[config.mk]
export PLATFORM = sky130hd
export DESIGN_NAME = ior_exec
export DESIGN_NICKNAME = d
export VERILOG_FILES = /design/src/core/ior_pkg.sv /design/src/core/ior_or_unit.sv /design/src/core/ior_exec.sv
export SDC_FILE = /design/constraint.sdc
export NUM_CORES = 1
export LEC_CHECK = 0
export BUFFER_PORTS_ARGS = -buffer_cell sky130_fd_sc_hd__buf_2
export CORE_MARGIN = 1.5
export CORE_UTILIZATION = 40
export DETAILED_ROUTE_END_ITERATION = 8
export GPL_TIMING_DRIVEN = 0
export PLACE_DENSITY = 0.71
export SLEW_MARGIN = 30
export SYNTH_ARGS = -nofsm -noshare
export SYNTH_HDL_FRONTEND = slang
export SYNTH_HIERARCHICAL = 1
export SYNTH_SLANG_ARGS = --single-unit
[constraint.sdc]
create_clock -name clk -period 3.5 [get_ports clk]
set_input_delay 0.35 -clock clk [delete_from_list [all_inputs] [get_ports clk]]
set_output_delay 0.35 -clock clk [all_outputs]
set_load 0.02 [all_outputs]
[src/core/ior_pkg.sv]
package ior_pkg;

  // Instruction word layout
  localparam int          INSTR_W        = 16;
  localparam int          DATA_W         = 8;
  localparam int          DEST_BIT       = 8;
  localparam logic [6:0]  REG_OR_PATTERN = 7'h04;
  localparam logic [7:0]  LIT_OR_PATTERN = 8'hB3;

  // Reset values
  localparam logic [7:0]  ACC_RESET      = 8'h00;
  localparam logic        ZERO_RESET     = 1'b0;
  localparam logic [15:0] INSTR_RESET    = 16'h0000;

  // Phases of one instruction cycle, idle between instructions
  typedef enum logic [2:0]
  {
    IOR_IDLE = 3'b000,
    IOR_Q1   = 3'b001,
    IOR_Q2   = 3'b010,
    IOR_Q3   = 3'b011,
    IOR_Q4   = 3'b100
  } ior_phase_type;

  // Decoded instruction class
  typedef enum logic [1:0]
  {
    IOR_NONE = 2'b00,
    IOR_LIT  = 2'b01,
    IOR_REG  = 2'b10
  } ior_kind_type;

  // Instruction class from the raw word
  function automatic ior_kind_type ior_decode(input logic [15:0] word);
    ior_kind_type k;
    k = IOR_NONE;
    if (word[15:9] == REG_OR_PATTERN)
      k = IOR_REG;
    else if (word[15:8] == LIT_OR_PATTERN)
      k = IOR_LIT;
    return k;
  endfunction

endpackage

[src/core/ior_or_unit.sv]
module ior_or_unit
  import ior_pkg::*;
#(
  parameter int WIDTH = DATA_W
)
(
  // Operands
  input  wire logic [WIDTH-1:0] operand_a,
  input  wire logic [WIDTH-1:0] operand_b,
  // Result
  output logic      [WIDTH-1:0] result,
  output logic                  result_zero
);

  // Bitwise inclusive OR and its zero test
  always_comb
  begin
    result      = operand_a | operand_b;
    result_zero = ((operand_a | operand_b) == '0);
  end

endmodule

[src/core/ior_exec.sv]
module ior_exec
  import ior_pkg::*;
(
  // Clock and reset
  input  wire logic               clk,
  input  wire logic               resetn,
  // Instruction from the decoder
  input  wire logic               instr_valid,
  input  wire logic [INSTR_W-1:0] instr_word,
  output logic                    instr_ready,
  // File register port
  output logic      [DATA_W-1:0]  file_addr,
  output logic                    file_rd_en,
  input  wire logic [DATA_W-1:0]  file_rd_data,
  output logic                    file_wr_en,
  output logic      [DATA_W-1:0]  file_wr_data,
  // Core state
  output logic      [DATA_W-1:0]  working_accumulator,
  output logic                    zero_flag,
  // Completion
  output logic                    instr_done,
  output logic                    instr_unsupported
);

  ior_phase_type      phase_q;
  ior_phase_type      phase_d;
  ior_kind_type       kind_q;
  ior_kind_type       kind_d;
  logic [INSTR_W-1:0] instr_q;
  logic [INSTR_W-1:0] instr_d;
  logic [DATA_W-1:0]  acc_q;
  logic [DATA_W-1:0]  acc_d;
  logic               zero_q;
  logic               zero_d;
  logic [DATA_W-1:0]  result_q;
  logic [DATA_W-1:0]  result_d;
  logic               res_zero_q;
  logic               res_zero_d;
  logic [DATA_W-1:0]  src_operand;
  logic [DATA_W-1:0]  or_result;
  logic               or_zero;
  logic               dest_file;

  // Destination bit of the held instruction
  assign dest_file = instr_q[DEST_BIT];

  // Second operand: the file read data, or the immediate for the literal form
  always_comb
  begin
    if (kind_q == IOR_REG)
      src_operand = file_rd_data;
    else
      src_operand = instr_q[DATA_W-1:0];
  end

  ior_or_unit #(
    .WIDTH       (DATA_W)
  ) ior_or_unit_inst (
    .operand_a   (acc_q),
    .operand_b   (src_operand),
    .result      (or_result),
    .result_zero (or_zero)
  );

  // Phase sequencer and datapath next values
  always_comb
  begin
    phase_d    = phase_q;
    kind_d     = kind_q;
    instr_d    = instr_q;
    acc_d      = acc_q;
    zero_d     = zero_q;
    result_d   = result_q;
    res_zero_d = res_zero_q;
    case (phase_q)
      IOR_IDLE:
      begin
        if (instr_valid)
        begin
          instr_d = instr_word;
          phase_d = IOR_Q1;
        end
      end
      IOR_Q1:
      begin
        kind_d  = ior_decode(instr_q);
        phase_d = IOR_Q2;
      end
      IOR_Q2:
      begin
        phase_d = IOR_Q3;
      end
      IOR_Q3:
      begin
        result_d   = or_result;
        res_zero_d = or_zero;
        phase_d    = IOR_Q4;
      end
      IOR_Q4:
      begin
        // Unrecognised words leave the accumulator and flag alone
        if (kind_q == IOR_LIT || (kind_q == IOR_REG && !dest_file))
          acc_d = result_q;
        if (kind_q != IOR_NONE)
          zero_d = res_zero_q;
        phase_d = IOR_IDLE;
      end
      default:
      begin
        phase_d = IOR_IDLE;
      end
    endcase
  end

  // State registers
  always_ff @(posedge clk or negedge resetn)
  begin
    if (!resetn)
    begin
      phase_q    <= IOR_IDLE;
      kind_q     <= IOR_NONE;
      instr_q    <= INSTR_RESET;
      acc_q      <= ACC_RESET;
      zero_q     <= ZERO_RESET;
      result_q   <= ACC_RESET;
      res_zero_q <= ZERO_RESET;
    end
    else
    begin
      phase_q    <= phase_d;
      kind_q     <= kind_d;
      instr_q    <= instr_d;
      acc_q      <= acc_d;
      zero_q     <= zero_d;
      result_q   <= result_d;
      res_zero_q <= res_zero_d;
    end
  end

  // Strobes; read in Q2 so the file answers by Q3
  assign instr_ready       = (phase_q == IOR_IDLE);
  assign file_addr         = instr_q[DATA_W-1:0];
  assign file_rd_en        = (phase_q == IOR_Q2) && (kind_q == IOR_REG);
  assign file_wr_en        = (phase_q == IOR_Q4) && (kind_q == IOR_REG)
                             && dest_file;
  assign file_wr_data      = result_q;
  assign working_accumulator = acc_q;
  assign zero_flag         = zero_q;
  assign instr_done        = (phase_q == IOR_Q4);
  assign instr_unsupported = (phase_q == IOR_Q4) && (kind_q == IOR_NONE);
endmodule

# Word level (Yosys, flattened, before mapping)
# Index checks and enable logic that the tools add are counted.
# word_totals
elab_cells	36
in_bits	27
register_bits	39
# op_classes
muxes	5
n_reduce_logical	14
n_eq_ne	9
bitwise	1
# ops
operator	count
$pmux 3 s4	1
$eq 8x8->1 const B	1
$logic_not 8->1	1
$mux 8	1
$or 8x8->8	1
$eq 7x3->1 const B	1
$eq 3x2->1 const B	2
$reduce_and 2->1	3
$logic_and 1x1->1	5
$eq 3x1->1 const B	1
$eq 3x3->1 const B	1
$logic_not 3->1	1
$mux 3	1
$eq 2x1->1 const B	1
$eq 2x2->1 const B	1
$logic_not 2->1	1
$mux 2	1
$ne 2x2->1 const B	1
$reduce_bool 2->1	1
$logic_not 1->1	1
$logic_or 1x1->1	1
$mux 1	1

# Depth between registers and ports, before layout
# Gate-level depths: netlist (run 1).
# depth
depth_word	4
ltp_mapped	6
mapped_depth_nobuf	5

# By module
# Netlist (run 1), hierarchy kept.
# by_module_without_submodules
module	cells_each	instances	area_each_um2	seq_area_each_um2
ior_exec	124	1	1798.0	975.9
ior_or_unit	13	1	83.8	0.0

# Worst setup path after synthesis (run 1)
# Ideal clock, no wire load.
# synth_timing
kind	reg2out
from	register phase_q[0]
to	output instr_unsupported
setup_slack_ns	1.725
path_stages_with_launch	4
arrival_time_ns	1.425
path_cell_list	dfrtp_1 > buf_6 > nor3b_4 > nor3b_1
# synth_between
elab_chain_cells	2
# synth_rtl
item	line_no	rtl
start, declared	ior_exec.sv:25	ior_phase_type phase_q;
start signal, assigned	ior_exec.sv:130	phase_q <= phase_d;
$eq 3x3->1	-	
named net instr_done	ior_exec.sv:21	output logic instr_done,
$logic_and 1x1->1	ior_exec.sv:150	assign instr_unsupported = (phase_q == IOR_Q4) && (kind_q == IOR_NONE);
end, declared	ior_exec.sv:22	output logic instr_unsupported
# The timed path passes the listed nets, and every way through them passes these cells.

# Worst setup path in the final report (run 1)
# layout_timing
from	register kind_q[1]
to	register res_zero_q
# layout_between
elab_chain_cells	4
# layout_rtl
item	line_no	rtl
start, declared	ior_exec.sv:27	ior_kind_type kind_q;
start signal, assigned	ior_exec.sv:131	kind_q <= kind_d;
$eq 2x2->1	ior_exec.sv:50	if (kind_q == IOR_REG)
$mux 8	ior_exec.sv:50	
named net src_operand[5]	ior_exec.sv:39	logic [DATA_W-1:0] src_operand;
$or 8x8->8	ior_or_unit.sv:19	result_zero = ((operand_a | operand_b) == '0);
$logic_not 8->1	ior_or_unit.sv:19	
named net or_zero	ior_exec.sv:41	logic or_zero;
end signal, assigned	ior_exec.sv:136	res_zero_q <= res_zero_d;
end, declared	ior_exec.sv:37	logic res_zero_q;
# The timed path passes the listed nets, and every way through them passes these cells.
# A chain may end at the register's enable or synchronous reset.

==> results.cfg, run 1 <==
[cts]
tritoncts = yes
numCtsBuffers = 5
post_cts_buffers = 0
cts_hold_repair.buffers = 0
worstSkewPairLatency_ns = 0.28
clockBufferDepth = 2
path_clk_slew_ns = 0.07
cts_sinks = 39
cts_root_buffer = clkbuf_8
post_cts_resized = 0
htree_levels = 2

[place]
place_area_um2 = 2230
numPortBuffers = 56
dp_cells = 245
hpwlAfterDp_um = 2650
place.gp.congestion = 0.734

[detailed_routing]
routedWlPerCell_um = 14.1
drt_iter0_drc = 66
drc = 0
via_per_inst = 4.83
dr.pass1.iters = 6
totalWireLength_um = 3590
num_vias = 1232
drtAntennaViolNets = 0

[timing]
hold_viol = 0
max-slew-margin-rel_pct = 68.8
fin_skew_ns = 0.00178
finalCriticalPeriod_ns = 2.01
whs_ns = 0.291
tightest_slew_ns = 0.468
rsz0062_at_grt = no
fmax_ghz = 0.498
final.period_utilization_pct = 57.4
setup_viol = 0
timing.setup.tns_ns = 0
finalMaxSlewViolations = 0

[final_layout]
layout-drive-gt1-share_pct = 62.6
syn2layout_area_growth_pct = 24.3
final_area_um2 = 2340
stdcell_count = 255
n_antenna_cell = 0
n_fill_cell = 401
nets = 229

[worst_setup_path]
crit_type = register to register
cp_common_cell = mux2_2
crit_slowest_cell = dfrtp_1
max_stage_delay_ns = 0.41
start_kind = register
cp_max_fo = 10
arrival_ns = 2.24
crit_chain = nor2b_1, buf_2, mux2_2, nor4_1, and4_1, mux2_2
crit_required_ns = 3.73
worst-path-buf-inv = 1
cpLargestDelayFamily = simple AND/OR/NAND/NOR gates
crit_path_end_kind = register

[synthesis]
synth_edf_count = 0
yosysSeqAreaShare_pct = 51.9
netlist.area_leader.share_pct = 51.9
yosysMostFrequentCell = dfrtp_1
ys_top_cells_by_area = dfrtp_1 (52%), mux2_2 (19%), mux2_4 (8.0%)
yosysTopAreaCell = dfrtp_1
netlist_top_cells_count = dfrtp_1 (39), mux2_2 (32), mux2_4 (10)
yosysWarnings = 6
synth_cell_type_count = 30
synth_area_per_cell_um2 = 13.7
ys_seq_elements = 39
netlist_area_um2 = 1880
synth_flop_cell = dfrtp_1
synth_cells = 137
async_flop_share_pct = 100
synth_nets = 164

[floorplan]
io_pins = 57
fp.coreArea_um2 = 4440
initial_core_util_pct = 42.3
dieWidth_um = 71.6
num_rows = 24
die_area_um2 = 5130
die_h_um = 71.6

[global_routing]
antenna_found_initial = 0
overflow = 0
grt_pass1_wl_um = 6010
grt_max_degree = 40
grt_usage_pct = 15.6
grt_pass1_vias = 1217

[power]
p_leak_uw = 0.00118
power_density_nw_per_um2 = 880
ir_drop_v = 0.000304

[job]
cap_viol_max_count = 0

[hold_path]
hold_class = primary input to register

[status]
status = finished, final reports clean
[report_power, final]
group	internal [uW]	switching, uW
Combinational	547	449
Clock	140	148
Sequential	634	140
[area by class of cell]
| type | instances | area [um2] | area share (%) |
|---|---|---|---|
| clock inverter | 1 | 5.00 | 0.214 |
| buffer | 14 | 124 | 5.30 |
| clock buffer | 7 | 76.3 | 3.26 |
| inverter | 1 | 3.75 | 0.161 |
| timing repair buffer | 58 | 310 | 13.3 |
| multi-input combinational | 83 | 778 | 33.3 |
| tap | 52 | 65.1 | 2.78 |
| sequential | 39 | 976 | 41.7 |
[flip-flops by register name (all words and copies together), names as in the netlist]
register             cells
zero_flag                1
res_zero_q               1
kind_q                   2
instr_q                 16
file_wr_data             8
phase_q                  3
working_accumulator      8
[routing by layer]
layer	vias up	part of all wire, %	routed length [um]	GRT usage, %
li1	607	-	-	-
met1	588	48	1720	21.2
met2	33	47	1680	23.4
met3	4	3.6	131	3.38
met4	0	1.8	66	8.18
met5	-	0	0	0
[cells by family after synthesis]
group / synth area share (%)
muxes: 27.1
buffers and inverters: 6.78
and+or+nand+nor: 12.5
AOI/OAI and AO/OA: 1.26
DFF: 51.9
xor gates and xnor gates: 0.466
[placed cells by master (no fill, tap or decap), types with 2 or more instances in the layout]
| master | count |
|---|---|
| nor2b_1 | 2 |
| buf_12 | 2 |
| nor4_1 | 5 |
| nand2_1 | 3 |
| o21ai_0 | 3 |
| dfrtp_1 | 39 |
| or2_2 | 3 |
| mux2_4 | 10 |
| nor3_1 | 2 |
| nor2_1 | 4 |
| nor3b_1 | 2 |
| clkbuf_1 | 2 |
| clkbuf_8 | 5 |
| buf_4 | 9 |
| mux2_2 | 32 |
| or2_1 | 5 |
| buf_2 | 58 |
[final timing paths]
check / start / slack (ns) / to / cells after the start
setup / recovery: kind_q[1] / 1.49 / res_zero_q / 6
hold / removal: instr_word[10] / 0.29 / instr_q[10] / 2
setup reg to reg: kind_q[1] / 1.49 / res_zero_q / 6
hold reg to reg: res_zero_q / 0.51 / zero_flag / 1
max in group asynchronous: resetn / 2.58 / instr_q[3] / 3
min in group asynchronous: resetn / 0.48 / instr_q[9] / 2
[metrics by stage]
step,setup WS (ns),util [%],total power [uW]
floorplan,1.73,-,1520
global placement,1.50,50.1,1760
detailed placement,1.48,50.1,1790
CTS,1.46,51.9,2080
global route,1.37,52.6,2210
finish,1.49,52.6,2060
Note: power is estimated with default switching activity, not from simulation.
==> inputs of run 2 (changes only) <==
PLACE_DENSITY = 0.73   (was 0.71)
clock period = 1.8 ns   (was 3.5 ns; I/O delays follow)
==> run 2 against run 1 <==
  * First-iteration DRC count shrank 24%
  * Sequential share of layout area shrank 1.3 points
  * Critical path depth is the same
  * Maximum frequency grew 14%
  * Non-clock buffer count grew 3
  * Clock-buffer cell count is the same
  * Largest power group unchanged
==> results.cfg, run 2 (synthesis results as in run 1) <==
[timing]
final.period_utilization_pct = 97.8
fin_skew_ns = 0.00809
tightest_slew_ns = 0.489
setup_viol = 0
max-slew-margin-rel_pct = 67.4
finalCriticalPeriod_ns = 1.76
hold_viol = 0
fmax_ghz = 0.568
rsz0062_at_grt = yes
finalMaxSlewViolations = 0

[cts]
cts_root_buffer = clkbuf_8
worstSkewPairLatency_ns = 0.28
path_clk_slew_ns = 0.07
clockBufferDepth = 2
cts_sinks = 39
tritoncts = yes
htree_levels = 2
numCtsBuffers = 5

[final_layout]
final_area_um2 = 2410
n_antenna_cell = 0
syn2layout_area_growth_pct = 28.1
layout-drive-gt1-share_pct = 65.5
top_register = instr_q
largest_reg_flops = 16
nets = 232
final_common_cell = buf_2
fin_util_pct = 54.3
final_cell_mix = buf_2 (56), dfrtp_1 (39), mux2_2 (31)

[global_routing]
grt_max_degree = 40
overflow = 0
grt_usage_pct = 16.3
met2_usage_pct = 27.2
gr-usage-met3_pct = 2.81
grt_pass1_vias = 1333
grt_pass1_wl_um = 6310
gr-max-usage-layer = met2
antenna_found_initial = 0
grtUsageMet1_pct = 21.1

[floorplan]
io_pins = 57
dieWidth_um = 71.6
die_area_um2 = 5130
num_rows = 24
initial_core_util_pct = 42.3
fp.coreArea_um2 = 4440
die_h_um = 71.6

[worst_setup_path]
start_kind = register
reg2reg_from = kind_q[0]
crit_required_ns = 2.02
rrSetupSlack_ns = 0.04
r2r_end = res_zero_q
rr_worst_depth = 6
arrival_ns = 1.98
crit_type = register to register
cp_max_fo = 5
crit_path_end_kind = register

[power]
pwr-share-clk_pct = 13.5
swShare_pct = 36.2
p_int_uw = 2650
pwr-share-comb_pct = 50.0
power_density_nw_per_um2 = 1720
finalPower_uw = 4150
switching_power_uw = 1500
seq_power_share_pct = 36.6
ir_drop_v = 0.000777
p_leak_uw = 0.00121

[detailed_routing]
dr.pass1.iters = 5
drc = 0
via_per_inst = 4.92
num_vias = 1269
totalWireLength_um = 3880
drtAntennaViolNets = 0
drt_iter0_drc = 50
routedWlPerCell_um = 15.1

[hold_path]
hold_class = primary input to register
whs_path_depth = 2
hold_start = instr_word[7]
hold_path_end = instr_q[7]

[status]
status = finished, final reports clean

[place]
hpwlAfterDp_um = 2740
numPortBuffers = 56
place_area_um2 = 2230
place.gp.congestion = 0.722

[job]
cap_viol_max_count = 0
[run 2: per-layer routing]
metal	wire, um	part of all wire, %
met5	0	0
met4	53	1.4
met3	117	3.0
met2	1940	50
met1	1770	46
[run 2: final cells by class]
type / count / area (um2)
fillers: 409 / 2030
flip-flops and latches: 39 / 976
multi-input cells: 83 / 832
repair buffers: 61 / 323
plain buffers: 14 / 130
clock buffers: 7 / 76.3
well taps: 52 / 65.1
clock inverters: 1 / 5.00
inverters: 1 / 3.75
[run 2: worst max-delay path, cell delays in order (launching register included)]
cell	delay, ns
dfrtp_1	0.41
nor2b_4	0.14
buf_6	0.14
mux2_4	0.32
nor4_4	0.31
and4_1	0.23
mux2_2	0.14
[run 2: how the worst max path moves through the flow]
| stage | startpoint | endpoint | slack [ns] | cells after the start |
|---|---|---|---|---|
| after floorplan | phase_q[0] | instr_q[10] | 0.09 | 6 |
| after global placement | kind_q[1] | res_zero_q | -0.22 | 6 |
| after detailed placement | kind_q[1] | res_zero_q | -0.22 | 6 |
| after CTS | kind_q[0] | res_zero_q | 0.004 | 6 |
| after global routing | kind_q[0] | res_zero_q | -0.05 | 6 |
| final | kind_q[0] | res_zero_q | 0.04 | 6 |
[run 2: through the flow]
| stage | setup WS (ns) | hold WS, ns | cells | TNS (ns) |
|---|---|---|---|---|
| 5_1_grt | -0.0504 | 0.108 | 258 | -0.0804 |
| 6_report | 0.0391 | 0.124 | 258 | 0 |
| 4_1_cts | 0.00448 | 0.0319 | 256 | 0 |
| 3_5_place_dp | -0.219 | 0.339 | 245 | -0.378 |
| 2_1_floorplan | 0.0850 | -0.116 | 137 | 0 |
| 3_3_place_gp | -0.222 | 0.341 | 245 | -0.350 |
[run 2: repair_timing]
action | in CTS | in global routing
hold endpoints to repair | 0 | 39
endpoints found under the setup margin | 5 | 5
pin swaps | 0 | 2
buffers inserted | 2 | 1
cloned | 1 | 0
hold buffers | 0 | 1
gates resized for setup | 7 | 5
[run 2: power by group through the flow]
| stage | logic, uW | registers (uW) | clock network (uW) |
|---|---|---|---|
| after floorplan | 1360 | 1610 | 0 |
| after global placement | 1910 | 1510 | 0 |
| after detailed placement | 1950 | 1530 | 0 |
| after CTS | 2040 | 1510 | 571 |
| after global routing | 2230 | 1570 | 616 |
| final | 2070 | 1520 | 559 |
